File: config.mk
export PLATFORM = sky130hd
export DESIGN_NAME = adc_calibration_powerdown_seq
export DESIGN_NICKNAME = d
export VERILOG_FILES = /design/src/pkg/adc_seq_pkg.sv /design/src/logic/adc_calibration_powerdown_seq.sv
export SDC_FILE = /design/constraint.sdc
export NUM_CORES = 1
export LEC_CHECK = 0
export BUFFER_PORTS_ARGS = -buffer_cell sky130_fd_sc_hd__buf_2
export CELL_PAD_IN_SITES_DETAIL_PLACEMENT = 1
export CELL_PAD_IN_SITES_GLOBAL_PLACEMENT = 1
export CORE_MARGIN = 8
export CORE_UTILIZATION = 45
export DETAILED_ROUTE_END_ITERATION = 10
export PLACE_DENSITY = 0.9
export SLEW_MARGIN = 20
export SYNTH_ARGS = -nofsm -noshare
export SYNTH_HDL_FRONTEND = slang
export SYNTH_SLANG_ARGS = --single-unit
File: constraint.sdc
create_clock -name clk -period 7.08 [get_ports clk]
set_clock_uncertainty 0.1 [all_clocks]
set_input_delay 0.708 -clock clk [delete_from_list [all_inputs] [get_ports clk]]
set_output_delay 0.708 -clock clk [all_outputs]
set_load 0.01 [all_outputs]
File: src/pkg/adc_seq_pkg.sv
`default_nettype none
package adc_seq_pkg;

    // ----------------------------------------
    // Register map
    // ----------------------------------------
    localparam logic [7:0] COMM_ADDR = 8'h00;
    localparam logic [7:0] SETUP_ADDR = 8'h04;
    localparam logic [7:0] CLOCK_ADDR = 8'h08;
    localparam logic [7:0] DATA_ADDR = 8'h0C;
    localparam logic [7:0] OFFS0_ADDR = 8'h10;
    localparam logic [7:0] GAIN0_ADDR = 8'h14;
    localparam logic [7:0] OFFS1_ADDR = 8'h18;
    localparam logic [7:0] GAIN1_ADDR = 8'h1C;

    // ----------------------------------------
    // Field layouts
    // ----------------------------------------
    typedef struct packed {
        logic result_ready_n;
        logic [4:0] rsvd;
        logic chan;
        logic power_down_bit;
    } comm_reg_s;

    typedef struct packed {
        logic buffer_on;
        logic bipolar;
        logic [2:0] gain;
        logic filter_sync_hold;
        logic calib_mode_hi;
        logic calib_mode_lo;
    } setup_reg_s;

    typedef struct packed {
        logic [1:0] rsvd;
        logic internal_osc;
        logic clock_output_disable;
        logic clock_select;
        logic clock_halving_bit;
        logic filter_select_hi;
        logic filter_select_lo;
    } clock_reg_s;

    localparam logic [7:0] COMM_RST = 8'h00;
    localparam logic [7:0] SETUP_RST = 8'h04;
    localparam logic [7:0] CLOCK_RST = 8'h00;
    localparam logic [15:0] COEF_RST = 16'h0000;

    // ----------------------------------------
    // Modes and timing
    // ----------------------------------------
    localparam logic [1:0] MODE_NORMAL = 2'h0;
    localparam logic [1:0] MODE_SELF = 2'h1;
    localparam logic [1:0] MODE_SYS_ZERO = 2'h2;
    localparam logic [1:0] MODE_SYS_FULL = 2'h3;

    localparam logic [3:0] CAL_PERIODS = 4'h3;
    localparam logic [3:0] FIRST_CONV_PERIODS = 4'h3;
    localparam logic [3:0] SYS_CONV_PERIODS = 4'h1;
    localparam logic [3:0] RUN_PERIODS = 4'h1;

    localparam int MODULATOR_CLOCKS_DEF = 128;
    localparam int PIPELINE_CLOCKS_DEF = 2000;

    localparam logic [8:0] DEC_391 = 9'h187;
    localparam logic [8:0] DEC_313 = 9'h139;
    localparam logic [8:0] DEC_78 = 9'h04E;
    localparam logic [8:0] DEC_39 = 9'h027;
    localparam logic [8:0] DEC_384 = 9'h180;
    localparam logic [8:0] DEC_320 = 9'h140;
    localparam logic [8:0] DEC_77 = 9'h04D;
    localparam logic [8:0] DEC_38 = 9'h026;

    typedef enum logic [5:0] {
        PH_IDLE = 6'h01,
        PH_CAL_ZERO = 6'h02,
        PH_CAL_FULL = 6'h04,
        PH_PIPE = 6'h08,
        PH_CONVERT = 6'h10,
        PH_RUN = 6'h20
    } phase_e;

    // ----------------------------------------
    // Carriers
    // ----------------------------------------
    typedef struct packed {
        logic cyc;
        logic stb;
        logic we;
        logic [7:0] adr;
        logic [3:0] sel;
        logic [31:0] dat;
    } wb_req_s;

    typedef struct packed {
        logic ack;
        logic [31:0] dat;
    } wb_rsp_s;

    typedef struct packed {
        logic short_inputs;
        logic apply_ref;
        logic mod_reset;
        logic osc_enable;
        logic clock_output_pin_enable;
        logic powered_down;
    } afe_ctl_s;

endpackage
`default_nettype wire

File: src/logic/adc_calibration_powerdown_seq.sv
// Operation
// - Mode 01 with hold low runs self-calibration six periods, then clears mode
// - Self-calibration measures shorted-input zero first, then internal reference full scale
// - After self-calibration a normal conversion completes within three periods
// - Result-ready rises at start, falls nine periods later with valid result
// - If result-ready is low at command, rising may wait one modulator cycle
// - Mode 10 with hold low runs zero-scale system calibration, mode clears after three
// - Zero-scale system calibration: result-ready falls after four periods
// - Mode 11 runs full-scale system calibration, mode clears after three periods
// - Full-scale system calibration: result-ready falls after four periods with new data
// - Bipolar coefficients use midpoint and positive full scale; unipolar uses endpoints
// - Power-down bit enters power-down leaving bus and result-ready untouched
// - All registers keep their contents while powered down
// - Result-ready high at power-down stays high until a new result
// - Result-ready low at power-down: data stays readable, a read raises it
// - Leaving power-down: first result after pipeline delay plus three periods
// - Crystal source with clock output enabled keeps clock output running
// - Internal oscillator stops while powered down
// - Filter-sync hold high resets filter and modulator; nothing proceeds
// - Period is modulator clocks times decimation, doubled by halving bit
// - Result-ready returns high after a data register read completes
// - Coefficients go to the offset and gain pair of the selected channel
`timescale 1ns/1ps
`default_nettype none
module adc_calibration_powerdown_seq #(
    parameter int MODULATOR_CLOCKS = adc_seq_pkg::MODULATOR_CLOCKS_DEF,
    parameter int PIPELINE_CLOCKS = adc_seq_pkg::PIPELINE_CLOCKS_DEF
) (
    input wire logic clk,
    input wire logic sys_rst,
    input wire adc_seq_pkg::wb_req_s wb_req,
    output adc_seq_pkg::wb_rsp_s wb_rsp,
    input wire logic [15:0] conv_sample,
    output logic result_ready_n,
    output adc_seq_pkg::afe_ctl_s afe
);
    import adc_seq_pkg::*;

    // ----------------------------------------
    // State
    // ----------------------------------------
    typedef struct packed {
        phase_e phase;
        logic [17:0] clk_cnt;
        logic [7:0] mod_cnt;
        logic [3:0] per_cnt;
        logic [3:0] target;
        logic [10:0] pipe_cnt;
        comm_reg_s comm;
        setup_reg_s setup;
        clock_reg_s clkreg;
        logic hold_q;
        logic start_cmd;
        logic raise_pend;
        logic result_ready_n_n;
        logic [15:0] data;
        logic [15:0] zero_meas;
        logic [1:0][15:0] offs;
        logic [1:0][15:0] gain;
        logic ack;
        logic [31:0] rdat;
        afe_ctl_s afe;
    } state_s;

    state_s s;
    state_s next_s;

    // ----------------------------------------
    // Helpers
    // ----------------------------------------
    function automatic logic [17:0] period_clocks(input clock_reg_s c);
        logic [8:0] dec;
        logic [17:0] p;
        case ({c.clock_select, c.filter_select_hi, c.filter_select_lo})
            3'h0: dec = DEC_391;
            3'h1: dec = DEC_313;
            3'h2: dec = DEC_78;
            3'h3: dec = DEC_39;
            3'h4: dec = DEC_384;
            3'h5: dec = DEC_320;
            3'h6: dec = DEC_77;
            default: dec = DEC_38;
        endcase
        p = 18'(MODULATOR_CLOCKS) * 18'(dec);
        return c.clock_halving_bit ? 18'(p << 1) : p;
    endfunction

    // Bipolar zero is midscale, so the span seen is only half the range
    function automatic logic [15:0] gain_coef(input logic [15:0] full, input logic [15:0] zero,
                                              input logic bip);
        logic [15:0] span;
        span = 16'(full - zero);
        return bip ? 16'(span << 1) : span;
    endfunction

    function automatic logic [15:0] merge16(input logic [15:0] old, input logic [31:0] wd,
                                            input logic [3:0] sel);
        logic [15:0] r;
        r = old;
        if (sel[0]) begin
            r[7:0] = wd[7:0];
        end
        if (sel[1]) begin
            r[15:8] = wd[15:8];
        end
        return r;
    endfunction

    logic [17:0] per_len;
    logic period_end;
    logic last_period;
    logic req;
    logic acc;
    logic [1:0] mode;

    assign per_len = period_clocks(s.clkreg);
    assign period_end = (s.clk_cnt == 18'(per_len - 18'h00001));
    assign last_period = period_end && (s.per_cnt == 4'(s.target - 4'h1));
    assign req = wb_req.cyc & wb_req.stb;
    assign acc = req & s.ack;
    assign mode = {s.setup.calib_mode_hi, s.setup.calib_mode_lo};

    // ----------------------------------------
    // Next state
    // ----------------------------------------
    always_comb begin
        next_s = s;
        next_s.ack = req & ~s.ack;
        next_s.hold_q = s.setup.filter_sync_hold;
        next_s.start_cmd = 1'b0;
        next_s.mod_cnt = (s.mod_cnt == 8'(MODULATOR_CLOCKS - 1)) ? 8'h00 : 8'(s.mod_cnt + 8'h01);

        // Read data is presented together with ack
        if (req & ~s.ack & ~wb_req.we) begin
            case (wb_req.adr)
                COMM_ADDR: next_s.rdat = {24'h000000, s.comm.rsvd == 5'h00 ? 1'b0 : 1'b0,
                                          7'h00} | 32'({s.result_ready_n_n, 5'h00, s.comm.chan,
                                          s.comm.power_down_bit});
                SETUP_ADDR: next_s.rdat = 32'(s.setup);
                CLOCK_ADDR: next_s.rdat = 32'({2'h0, s.clkreg[5:0]});
                DATA_ADDR: next_s.rdat = 32'(s.data);
                OFFS0_ADDR: next_s.rdat = 32'(s.offs[0]);
                GAIN0_ADDR: next_s.rdat = 32'(s.gain[0]);
                OFFS1_ADDR: next_s.rdat = 32'(s.offs[1]);
                GAIN1_ADDR: next_s.rdat = 32'(s.gain[1]);
                default: next_s.rdat = 32'h00000000;
            endcase
        end

        // A read clears first so that a result in the same cycle wins
        if (acc & ~wb_req.we & (wb_req.adr == DATA_ADDR)) begin
            next_s.result_ready_n_n = 1'b1;
        end

        if (s.raise_pend && (s.mod_cnt == 8'(MODULATOR_CLOCKS - 1))) begin
            next_s.result_ready_n_n = 1'b1;
            next_s.raise_pend = 1'b0;
        end

        // ----------------------------------------
        // Sequencer
        // ----------------------------------------
        if (s.setup.filter_sync_hold) begin
            next_s.phase = PH_IDLE;
            next_s.clk_cnt = 18'h00000;
            next_s.per_cnt = 4'h0;
        end else if (s.comm.power_down_bit) begin
            next_s.phase = s.phase;
        end else if ((s.hold_q & ~s.setup.filter_sync_hold) | s.start_cmd) begin
            next_s.clk_cnt = 18'h00000;
            next_s.per_cnt = 4'h0;
            next_s.target = CAL_PERIODS;
            case (mode)
                MODE_SELF: next_s.phase = PH_CAL_ZERO;
                MODE_SYS_ZERO: next_s.phase = PH_CAL_ZERO;
                MODE_SYS_FULL: next_s.phase = PH_CAL_FULL;
                default: begin
                    next_s.phase = PH_CONVERT;
                    next_s.target = FIRST_CONV_PERIODS;
                end
            endcase
            // A read in this same cycle may already have raised result-ready
            if (mode != MODE_NORMAL) begin
                if (~next_s.result_ready_n_n) begin
                    next_s.raise_pend = 1'b1;
                end
            end
        end else begin
            next_s.clk_cnt = period_end ? 18'h00000 : 18'(s.clk_cnt + 18'h00001);
            if (period_end) begin
                next_s.per_cnt = last_period ? 4'h0 : 4'(s.per_cnt + 4'h1);
            end
            case (s.phase)
                PH_CAL_ZERO: begin
                    if (last_period) begin
                        if (mode == MODE_SELF) begin
                            next_s.zero_meas = conv_sample;
                            next_s.phase = PH_CAL_FULL;
                            next_s.target = CAL_PERIODS;
                        end else begin
                            next_s.offs[s.comm.chan] = conv_sample;
                            next_s.setup.calib_mode_hi = 1'b0;
                            next_s.setup.calib_mode_lo = 1'b0;
                            next_s.phase = PH_CONVERT;
                            next_s.target = SYS_CONV_PERIODS;
                        end
                    end
                end
                PH_CAL_FULL: begin
                    if (last_period) begin
                        if (mode == MODE_SELF) begin
                            next_s.offs[s.comm.chan] = s.zero_meas;
                            next_s.gain[s.comm.chan] = gain_coef(conv_sample, s.zero_meas,
                                                                 s.setup.bipolar);
                            next_s.target = FIRST_CONV_PERIODS;
                        end else begin
                            next_s.gain[s.comm.chan] = gain_coef(conv_sample,
                                                                 s.offs[s.comm.chan],
                                                                 s.setup.bipolar);
                            next_s.target = SYS_CONV_PERIODS;
                        end
                        next_s.setup.calib_mode_hi = 1'b0;
                        next_s.setup.calib_mode_lo = 1'b0;
                        next_s.phase = PH_CONVERT;
                    end
                end
                PH_PIPE: begin
                    next_s.clk_cnt = 18'h00000;
                    next_s.per_cnt = 4'h0;
                    if (s.pipe_cnt == 11'(PIPELINE_CLOCKS - 1)) begin
                        next_s.phase = PH_CONVERT;
                        next_s.target = FIRST_CONV_PERIODS;
                    end else begin
                        next_s.pipe_cnt = 11'(s.pipe_cnt + 11'h001);
                    end
                end
                PH_CONVERT, PH_RUN: begin
                    if (last_period) begin
                        next_s.data = conv_sample;
                        next_s.result_ready_n_n = 1'b0;
                        next_s.raise_pend = 1'b0;
                        next_s.phase = PH_RUN;
                        next_s.target = RUN_PERIODS;
                    end
                end
                default: next_s.phase = PH_IDLE;
            endcase
        end

        // ----------------------------------------
        // Register writes, taken at the ack edge
        // ----------------------------------------
        if (acc & wb_req.we & wb_req.sel[0]) begin
            case (wb_req.adr)
                COMM_ADDR: begin
                    if (s.comm.power_down_bit & ~wb_req.dat[0]) begin
                        next_s.phase = PH_PIPE;
                        next_s.pipe_cnt = 11'h000;
                    end
                    next_s.comm.power_down_bit = wb_req.dat[0];
                    next_s.comm.chan = wb_req.dat[1];
                end
                SETUP_ADDR: begin
                    next_s.setup = setup_reg_s'(wb_req.dat[7:0]);
                    next_s.start_cmd = ~wb_req.dat[2] & (wb_req.dat[1:0] != MODE_NORMAL);
                end
                CLOCK_ADDR: next_s.clkreg = clock_reg_s'({2'h0, wb_req.dat[5:0]});
                default: next_s.clkreg = next_s.clkreg;
            endcase
        end
        if (acc & wb_req.we) begin
            case (wb_req.adr)
                OFFS0_ADDR: next_s.offs[0] = merge16(s.offs[0], wb_req.dat, wb_req.sel);
                GAIN0_ADDR: next_s.gain[0] = merge16(s.gain[0], wb_req.dat, wb_req.sel);
                OFFS1_ADDR: next_s.offs[1] = merge16(s.offs[1], wb_req.dat, wb_req.sel);
                GAIN1_ADDR: next_s.gain[1] = merge16(s.gain[1], wb_req.dat, wb_req.sel);
                default: next_s.data = next_s.data;
            endcase
        end

        // ----------------------------------------
        // Front-end controls
        // ----------------------------------------
        next_s.afe.short_inputs = (s.phase == PH_CAL_ZERO) && (mode == MODE_SELF);
        next_s.afe.apply_ref = (s.phase == PH_CAL_FULL) && (mode == MODE_SELF);
        next_s.afe.mod_reset = s.setup.filter_sync_hold;
        // Power-down gates the oscillator and clock output pin only with the internal oscillator; every register keeps its value
        next_s.afe.osc_enable = ~(s.comm.power_down_bit & s.clkreg.internal_osc);
        next_s.afe.clock_output_pin_enable = ~s.clkreg.clock_output_disable &
                                   ~(s.comm.power_down_bit & s.clkreg.internal_osc);
        next_s.afe.powered_down = s.comm.power_down_bit;
    end

    // ----------------------------------------
    // Registers
    // ----------------------------------------
    always_ff @(posedge clk or posedge sys_rst) begin
        if (sys_rst) begin
            s <= '0;
            s.phase <= PH_IDLE;
            s.comm <= comm_reg_s'(COMM_RST);
            s.setup <= setup_reg_s'(SETUP_RST);
            s.clkreg <= clock_reg_s'(CLOCK_RST);
            s.hold_q <= 1'b1;
            s.result_ready_n_n <= 1'b1;
            s.target <= FIRST_CONV_PERIODS;
            s.offs <= {COEF_RST, COEF_RST};
            s.gain <= {COEF_RST, COEF_RST};
            s.afe <= '{mod_reset: 1'b1, osc_enable: 1'b1, clock_output_pin_enable: 1'b1, default: 1'b0};
        end else begin
            s <= next_s;
        end
    end

    assign wb_rsp.ack = s.ack;
    assign wb_rsp.dat = s.rdat;
    assign result_ready_n = s.result_ready_n_n;
    assign afe = s.afe;

endmodule // adc_calibration_powerdown_seq
`default_nettype wire

-- Yosys cells after proc, flatten, opt, wreduce, memory -nomap -nowiden
Index checks and enable logic that the tools add are counted.
- register bits: 205
- input port bits: 65
- output and inout port bits: 40
- $add $sub $neg: 8
- magnitude comparators: 2
- equality and inequality tests: 37
- multiplexer cells: 86
- bitwise gates (word level): 23
- reduce and logical (&&, ||, !) cells: 21
- operator list (operator ; number):
    $mux W98 ; 2
    $mux W16 ; 11
    $bwmux W32 ; 4
    $mux W32 ; 4
    $mux W64 ; 2
    $pmux W16 S8 ; 1
    $mux W97 ; 1
    $mux W18 ; 5
    $mux W11 ; 7
    $pmux W32 S2 ; 1
    $pmux W9 S7 ; 1
    $mux W6 ; 9
    $mux W24 ; 2
    $mux W48 ; 1
    $eq A8 B5 Y1 const B ; 4
    $mux W8 ; 4
    $sub A16 B16 Y16 ; 2
    $ne A3 B3 Y1 const B ; 10
    $mux W4 ; 7
    $pmux W6 S4 ; 1
    $mux W19 ; 1
    $add A18 B1 Y18 const B ; 1
    $eq A18 B18 Y1 ; 1
    $mux W2 ; 9
    other kinds (44) ; 86

-- Longest topological paths before layout
Gate-level depths: netlist of the first run.
- depth in word-level cells: 15
- mapped depth: 18
- gate-level depth less buffers: 14

-- Worst setup path after synthesis of the first run
OpenSTA, ideal clock, no wires.
- path type: register to register
- start: register s[140] in the netlist's numbering
- end: register s[119] in the netlist's numbering
- arrival: 3.958 ns
- slack: 2.897 ns
- cell stages (with the launch flop): 18
- path buffers: 5
- period minus slack after synthesis: 4.183 ns
- cells stage by stage: dfrtp_1 > clkbuf_1 > buf_2 > nor2b_1 > xnor2_1 > nand2_1 > ha_1 > xor2_2 > a2bb2oi_1 > nor2_1 > or3_1 > or4_1 > buf_2 > or2_1 > buf_6 > nor3_4 > buf_8 > mux2_4
- longest elaborated chain between the ends: 7
- elaborated cells on any way between the ends: 13
- classes of those cells: add/sub: 1; eq/ne: 7; mux: 2; reduce/logical: 3
- ends and longest elaborated chain (what ; line ; RTL):
    start, declared ; adc_calibration_powerdown_seq.sv:65 ; state_s s;
    start signal, assigned ; adc_calibration_powerdown_seq.sv:311 ; s <= next_s;
    $eq A3 B3 Y1, or another cell as far along ; adc_calibration_powerdown_seq.sv:74 ; case ({c.clock_select, c.filter_select_hi, c.filter_select_lo})
    $pmux W9 S7 * ; adc_calibration_powerdown_seq.sv:74 ;
    $mux W17 * ; adc_calibration_powerdown_seq.sv:85 ; return c.clock_halving_bit ? 18'(p << 1) : p;
    $sub A17 B1 Y18 * ; adc_calibration_powerdown_seq.sv:117 ; assign period_end = (s.clk_cnt == 18'(per_len - 18'h00001));
    $eq A18 B18 Y1 * ; adc_calibration_powerdown_seq.sv:117 ;
    $logic_and A1 B1 Y1 * ; adc_calibration_powerdown_seq.sv:118 ; assign last_period = period_end && (s.per_cnt == 4'(s.target - 4'h1));
    $reduce_and A5 Y1 (no line) * ; n/a ;
Mark *: on every way between the ends. The rest lies on a longest branch, timed or not.
A chain may end at the register's enable or synchronous reset.

-- Worst setup path after layout of the first run
- start: register s[139] in the netlist's numbering
- end: register s[80] in the netlist's numbering
- longest elaborated chain between the ends: 13
- elaborated cells on any way between the ends: 20
- classes of those cells: add/sub: 1; eq/ne: 7; mux: 10; reduce/logical: 2
- ends and longest elaborated chain (what ; line ; RTL):
    $eq A3 B3 Y1, or another cell as far along ; adc_calibration_powerdown_seq.sv:74 ;
    $pmux W9 S7 * ; adc_calibration_powerdown_seq.sv:74 ;
    $mux W17 * ; adc_calibration_powerdown_seq.sv:85 ;
    $sub A17 B1 Y18 * ; adc_calibration_powerdown_seq.sv:117 ;
    $eq A18 B18 Y1 * ; adc_calibration_powerdown_seq.sv:117 ;
    $logic_and A1 B1 Y1 * ; adc_calibration_powerdown_seq.sv:118 ;
    $mux W64 or $mux W48 (tied branches) ; adc_calibration_powerdown_seq.sv:210, adc_calibration_powerdown_seq.sv:195 ;
    $pmux W32 S2 * ; adc_calibration_powerdown_seq.sv:193 ; case (s.phase)
    $mux W97 * ; adc_calibration_powerdown_seq.sv:169 ; end else if ((s.hold_q & ~s.setup.filter_sync_hold) | s.start_cmd) begin
    $mux W98 * ; adc_calibration_powerdown_seq.sv:167 ; end else if (s.comm.power_down_bit) begin
    $mux W98 * ; adc_calibration_powerdown_seq.sv:163 ; if (s.setup.filter_sync_hold) begin
    $mux W16 ; adc_calibration_powerdown_seq.sv:272 ; case (wb_req.adr)
    $mux W64 * ; adc_calibration_powerdown_seq.sv:271 ; if (acc & wb_req.we) begin
Marked as above.

==> summary.txt, run 1 <==
Die
  – Core region area: between 0.02 and 0.03 mm2
  – Die X: about 180 um
  – Die Ht: 179 um
  – Site Rows: between 50 and 60
  – Boundary pin count: between 100 and 150
  – Total die area: between 0.03 and 0.04 mm2
  – Initial Utilization: 0.458

Routing
  – First DRT Iteration DRCs: about 1300
  – Routed Antenna Nets: 0
  – Residual DRC: 0
  – Vias per cell: 6.56
  – Routed length per instance: 24.5 um
  – Final wirelength: between 40000 and 50000 um
  – Vias: 11200
  – Drt pass-1 iters: 7

Placed design
  – Placer Congestion: approximately 0.89
  – PortBufs: 70
  – Dpl cells: 1673
  – Dpl hpwl: between 20000 and 30000 um

GRT
  – Global Route Usage Sum: 0.263
  – Largest net degree at the start of global routing: 119
  – GR Overflow Total: 0
  – Vias in the first global route: about 12000
  – Initial antenna violation count: 0
  – First-pass GRT wire length: about 66000 um

CTS
  – Clock buffer depth: 2
  – Clock root cell: clkbuf_16
  – Sink Count: between 150 and 200
  – Clock Pin Slew Worst Setup and Hold Paths: about 80 ps
  – Post-CTS sizing: 0
  – Number of CTS-inserted buffers: 17
  – H-tree depth: 4
  – Clk_lat worst skew: around 450 ps
  – CTS tree: yes
  – Post-CTS setup buffers: 0
  – Hold_buf cts: 0

Timing
  – Final setup viols: 0
  – Fin. Hold Viols: 0
  – Worst-margin pin slew: around 1100 ps
  – TNS Setup: 0 ps
  – Slew margin rel.: 0.251
  – Minimum clock period: roughly 5700 ps
  – Final period utilization: 0.805
  – Max frequency: around 0.18 GHz
  – Slew Limit Fails: 0
  – RSZ-0062 raised after global routing: false

Worst setup path
  – R2R cell count: 14
  – Crit Path Max Fanout: 18
  – Critical Path AT: ~6000 ps
  – Most frequent CP cell: o21ai_0
  – CP Launch Type: flop
  – CP max stage delay: roughly 1100 ps
  – Crit path kind: flop to flop
  – Crit. End Element: flop
  – CP Data Required Time: about 7400 ps
  – CP max-delay cell: nor4_2
  – Crit path cell chain: clkinv_1, o211ai_1, o21ai_0, o21ai_0, ha_1, xor2_2, mux2_1, nor2_1, or3_1, or4_1, or2_1, nor4_2, a222oi_1, nand2_1

Cells and area
  – Share of layout cells above drive strength 1: 0.134
  – Non-filler instance count after layout: around 1700
  – # diodes: 0
  – Commonest non-fill, non-tap cell in the layout: dfrtp_1
  – Area delta synth->final: 8.79%
  – Fin nets: approximately 1500
  – Commonest non-fill, non-tap cells in the layout: dfrtp_1 (179), nand2_1 (168), nor2_1 (116), o21ai_0 (77), buf_2 (70)

Run
  – Max-Cap Viols: 0

Logic synthesis
  – Avg Inst Size Synth: 8.91 um2
  – Netlist cell types: just over 80
  – Mapped Area: 0.0119 mm2
  – Yosys warns: 0
  – Sequential area share after synthesis: 0.391
  – Asr flop ratio synth: 1.00
  – Top_reg_cell synth: dfrtp_1
  – Gate Count Post-Synth: roughly 1300
  – Yosys reg bits: 186
  – Post-synth EDFFs: 0

Pwr
  – Leakage Power: a little under 6 nW
  – Power Dens Cells: ~190 mW/mm2
  – Total Power: 2.41 mW
  – Peak supply drop: around 0.18 mV

Run status
  – Status: completed

Worst hold path
  – Hold crit path type: input port to asynchronous set/reset pin
synth_stat cells (19+ instances only):
cell type | number | area share
dfrtp_1 | 179 | 0.38
nand2_1 | 168 | 0.053
nor2_1 | 116 | 0.037
o21ai_0 | 77 | 0.032
a21oi_1 | 69 | 0.029
a22oi_1 | 61 | 0.038
clkbuf_1 | 50 | 0.016
nand3_1 | 41 | 0.017
inv_1 | 40 | 0.013
buf_4 | 39 | 0.025
ha_1 | 39 | 0.041
mux2_2 | 34 | 0.032
a222oi_1 | 31 | 0.026
nor3_1 | 29 | 0.012
xnor2_1 | 29 | 0.021
xor2_1 | 26 | 0.019
mux2i_1 | 25 | 0.021
a21o_1 | 22 | 0.014
nand2b_1 | 19 | 0.010
sequential cells by signal (all words and copies together), names as in the netlist:
| name | cells |
|---|---|
| afe | 6 |
| mode | 2 |
| next_s | 2 |
| result_ready_n | 1 |
| s | 158 |
| wb_rsp | 17 |
stage by stage:
step	util	hold slack (ps)	worst slack [ps]	cell area [um2]
after CTS	0.498	332	1560	13000
after detailed placement	0.474	319	1760	12300
after global placement	0.474	314	1970	12300
after floorplan	-	253	1230	12000
after global routing	0.498	358	1220	13000
final	0.498	289	1380	13000
critical path: cells and delay by family (launching register included):
| kind | cells | cell delay [ps] |
|---|---|---|
| muxes | 1 | 200 |
| adders and majority gates | 1 | 380 |
| AOI/OAI and AO/OA | 4 | 700 |
| buffers and inverters | 1 | 410 |
| and+or+nand+nor | 6 | 2850 |
| xor gates and xnor gates | 1 | 300 |
| DFF | 1 | 700 |
cells by family (layout without fill, tap and decap cells):
| kind of cell | after synthesis | count (layout) | synth area share |
|---|---|---|---|
| buffers and inverters | 145 | 162 | 0.0604 |
| muxes | 68 | 68 | 0.0641 |
| adders and majority gates | 41 | 41 | 0.0443 |
| other | 1 | 16 | 0.000315 |
| and+or+nand+nor | 469 | 469 | 0.186 |
| xor gates and xnor gates | 56 | 56 | 0.0418 |
| AOI/OAI and AO/OA | 372 | 372 | 0.212 |
| DFF | 186 | 186 | 0.391 |
path summary, 6_finish.rpt:
check	endpoint	from	slack [ps]
min reg2reg	afe[1]	s[143]	330
max in group asynchronous	s[71]	sys_rst	5130
max reg2reg	s[80]	s[139]	1380
min	s[200]	sys_rst	290
max	s[80]	s[139]	1380
min in group clk	afe[1]	s[143]	330
where the power goes:
group	switching (mW)	total (mW)	internal (mW)
logic	0.147	0.229	0.0815
clock network	0.480	1.05	0.571
registers	0.0363	1.13	1.10
routing by layer:
metal  share of wire  wire length (um)  vias up  global-route usage
li1                -                 -     4858                   -
met1            0.39             16400     5600               0.319
met2            0.49             20300      587               0.438
met3           0.081              3360      145              0.0569
met4           0.040              1660        0               0.128
met5               0                 0        -                   0
final cells by class:
cell class	count	area, um2
well taps	335	419
multi-input cells	1022	6610
flip-flops and latches	186	4660
fillers	3042	13100
clock buffers	17	425
inverters	41	161
clock inverters	15	204
repair buffers	89	493
Note: power is estimated with default switching activity, not from simulation.
==> run 2: changes to the inputs <==
--- a/config.mk
+++ b/config.mk
@@ -5,13 +5,14 @@
 export SDC_FILE = /design/constraint.sdc
 export NUM_CORES = 1
 export LEC_CHECK = 0
+export ABC_AREA = 1
 export BUFFER_PORTS_ARGS = -buffer_cell sky130_fd_sc_hd__buf_2
 export CELL_PAD_IN_SITES_DETAIL_PLACEMENT = 1
 export CELL_PAD_IN_SITES_GLOBAL_PLACEMENT = 1
 export CORE_MARGIN = 8
-export CORE_UTILIZATION = 45
+export CORE_UTILIZATION = 40
 export DETAILED_ROUTE_END_ITERATION = 10
-export PLACE_DENSITY = 0.9
+export PLACE_DENSITY = 0.88
 export SLEW_MARGIN = 20
 export SYNTH_ARGS = -nofsm -noshare
 export SYNTH_HDL_FRONTEND = slang
==> constraint.sdc (replaced) <==
create_clock -name clk -period 4.83 [get_ports clk]
set_clock_uncertainty 0.1 [all_clocks]
set_input_delay 0.483 -clock clk [delete_from_list [all_inputs] [get_ports clk]]
set_output_delay 0.483 -clock clk [all_outputs]
set_load 0.01 [all_outputs]
==> run 2 against run 1 <==
Effect of this change:
- first-iteration DRC count is 0.93% lower
- synthesized cell count is 50% higher
- core utilization is 5.4 points lower
- routed wire length is 29% higher
- die area is 26% higher
- final cell count is 46% higher
- register-to-register slack worse by 780 ps
- maximum frequency is 35% higher
- worst hold slack worse by 220 ps
==> summary.txt, run 2 <==
Pwr
  – Clock share of power: 0.446
  – Peak supply drop: about 0.26 mV
  – Net Switching: 0.927 mW
  – Power Dens Cells: 222 mW/mm2
  – Sw Ratio: 0.281
  – Total Power: 3.30 mW
  – Internal power: 2.37 mW
  – Leakage Power: around 7.3 nW
  – Comb pwr share: 0.077
  – Reg power frac: 0.477

Cells and area
  – Fin nets: between 2000 and 2500
  – Area delta synth->final: 9.19%
  – Largest register by flop count: s
  – Commonest non-fill, non-tap cell in the layout: nand2_1
  – Non-filler instance count after layout: between 2000 and 2500
  – Commonest non-fill, non-tap cells in the layout: nand2_1 (561), inv_1 (234), o21ai_0 (192), dfrtp_1 (179), nand3_1 (143)
  – Share of layout cells above drive strength 1: 0.0923
  – # diodes: 0
  – Max reg flops: about 160

CTS
  – Clock buffer depth: 2
  – CTS tree: yes
  – Clk_lat worst skew: between 400 and 500 ps
  – Hold_buf cts: 0
  – Number of CTS-inserted buffers: 17
  – H-tree depth: 4
  – Post-CTS sizing: 0
  – Clock Pin Slew Worst Setup and Hold Paths: ~80 ps
  – Clock root cell: clkbuf_16
  – Sink Count: around 190
  – Post-CTS setup buffers: 0

Timing
  – RSZ-0062 raised after global routing: false
  – Minimum clock period: 4220 ps
  – Fin. Hold Viols: 0
  – Max frequency: around 0.24 GHz
  – Final setup viols: 0
  – Slew margin rel.: 0.226
  – Slew Limit Fails: 0
  – Worst-margin pin slew: 1160 ps
  – TNS Setup: 0 ps
  – Final period utilization: 0.874

Die
  – Initial Utilization: 0.407
  – Total die area: roughly 0.04 mm2
  – Die Ht: 201 um
  – Core region area: ~0.034 mm2
  – Die X: 201 um
  – Boundary pin count: roughly 110
  – Site Rows: 67

Logic synthesis
  – Yosys warns: 0
  – Area contributors post-synth: dfrtp_1 (33%), nand2_1 (15%), o21ai_0 (7.0%), inv_1 (6.5%), nand3_1 (5.2%)
  – Mapped Area: 0.0136 mm2
  – Post-synth EDFFs: 0
  – Gate Count Post-Synth: 2007
  – Synth area leader: dfrtp_1
  – Netlist cell types: 61
  – Count leader, synth: nand2_1
  – Avg Inst Size Synth: 6.79 um2
  – Top_reg_cell synth: dfrtp_1
  – Yosys top cell area share: 0.328
  – Top cells by count, synth: nand2_1 (561), inv_1 (235), o21ai_0 (192), dfrtp_1 (179)
  – Asr flop ratio synth: 1.00
  – Yosys reg bits: approximately 190
  – Sequential area share after synthesis: 0.342

Placed design
  – Dpl hpwl: 41000 um
  – PortBufs: 70
  – Placer Congestion: 0.939
  – Dpl cells: 2462

Routing
  – M1 WL: about 22000 um
  – Vias: ~15000
  – Drt pass-1 iters: 5
  – Final wirelength: around 54000 um
  – Routed Antenna Nets: 0
  – Top Metal Used: met5
  – Metal2 WL: 24400 um
  – Wire length on met3: approximately 4500 um
  – Vias per cell: roughly 5.9
  – Residual DRC: 0
  – Routed length per instance: 21.6 um
  – First DRT Iteration DRCs: roughly 1300

Worst setup path
  – CP Launch Type: flop
  – CP Data Required Time: around 5000 ps
  – Critical Path AT: approximately 4500 ps
  – Crit path kind: flop to flop
  – Crit. End Element: flop
  – R2R Setup Slk: about 600 ps
  – Crit Path Max Fanout: 19
  – R2R cell count: 24

GRT
  – Largest net degree at the start of global routing: 187
  – Global Route Usage Sum: 0.263
  – Initial antenna violation count: 3
  – First-pass GRT wire length: 84900 um
  – GR Overflow Total: 0
  – Vias in the first global route: between 15000 and 20000

Run
  – Max-Cap Viols: 0

Worst hold path
  – Hold crit path type: input port to asynchronous set/reset pin

Run status
  – Status: completed
-- run 2: routing by layer --
layer  up-vias  GRT usage
li1       6637          -
met1      7250      0.333
met2       621      0.417
met3       152     0.0541
met4         4      0.139
met5         -          0
-- run 2: area by class of cell --
cell class	instances	area, um2
fillers	4439	18600
inverters	247	931
repair buffers	101	616
well taps	448	561
multi-input cells	1481	7530
clock inverters	14	156
clock buffers	18	429
flip-flops and latches	186	4660
-- run 2: kinds of logic (layout without fill, tap and decap cells) --
family,after synthesis,in the layout,share of synthesized area
DFF,186,186,0.342
xor gates and xnor gates,30,30,0.0193
AOI/OAI and AO/OA,446,446,0.189
other,1,16,0.000275
muxes,2,2,0.00156
and+or+nand+nor,946,946,0.298
buffers and inverters,355,380,0.111
adders and majority gates,41,41,0.0387
-- run 2: power by group through the flow --
stage / clock network (mW) / registers [mW] / logic [mW]
floorplan: 0 / 1.60 / 0.160
global placement: 0 / 1.60 / 0.240
detailed placement: 0 / 1.60 / 0.247
CTS: 1.48 / 1.57 / 0.250
global route: 1.53 / 1.58 / 0.280
finish: 1.47 / 1.57 / 0.254
-- run 2: metrics by stage --
stage	hold WS, ps	util	area (um2)	setup slack, ps
CTS	155	0.443	14900	687
detailed placement	323	0.426	14300	706
floorplan	252	-	13700	1670
global placement	319	0.426	14300	917
global route	101	0.444	14900	367
finish	69.6	0.444	14900	606
-- run 2: final timing paths --
kind | start | to
max in group asynchronous | sys_rst | s[114]
worst max-delay path | s[139] | s[94]
worst max register to register | s[139] | s[94]
min in group clk | wb_req[45] | wb_rsp[32]
worst min-delay path | sys_rst | s[73]
worst min register to register | next_s[3] | afe[3]
-- run 2: worst max-delay path, stage by stage (launching register included) --
cell     delay (ps)
dfrtp_1         600
inv_2           140
nand2_2         160
nand3_2          90
nand2_2         110
o21ai_0          90
ha_1            320
nand2_1         110
nand3_1          80
nor2_1           90
nand2_1          50
nor2_1          150
nand2_1          70
nor2_1          120
nand3_2         130
nor2_8          180
nand3_4         170
nor2_8          350
nand2_4         220
nand2_2         150
nand3_4         220
nand2_1         150
inv_1            50
o21ai_0         140
nand2_1          80
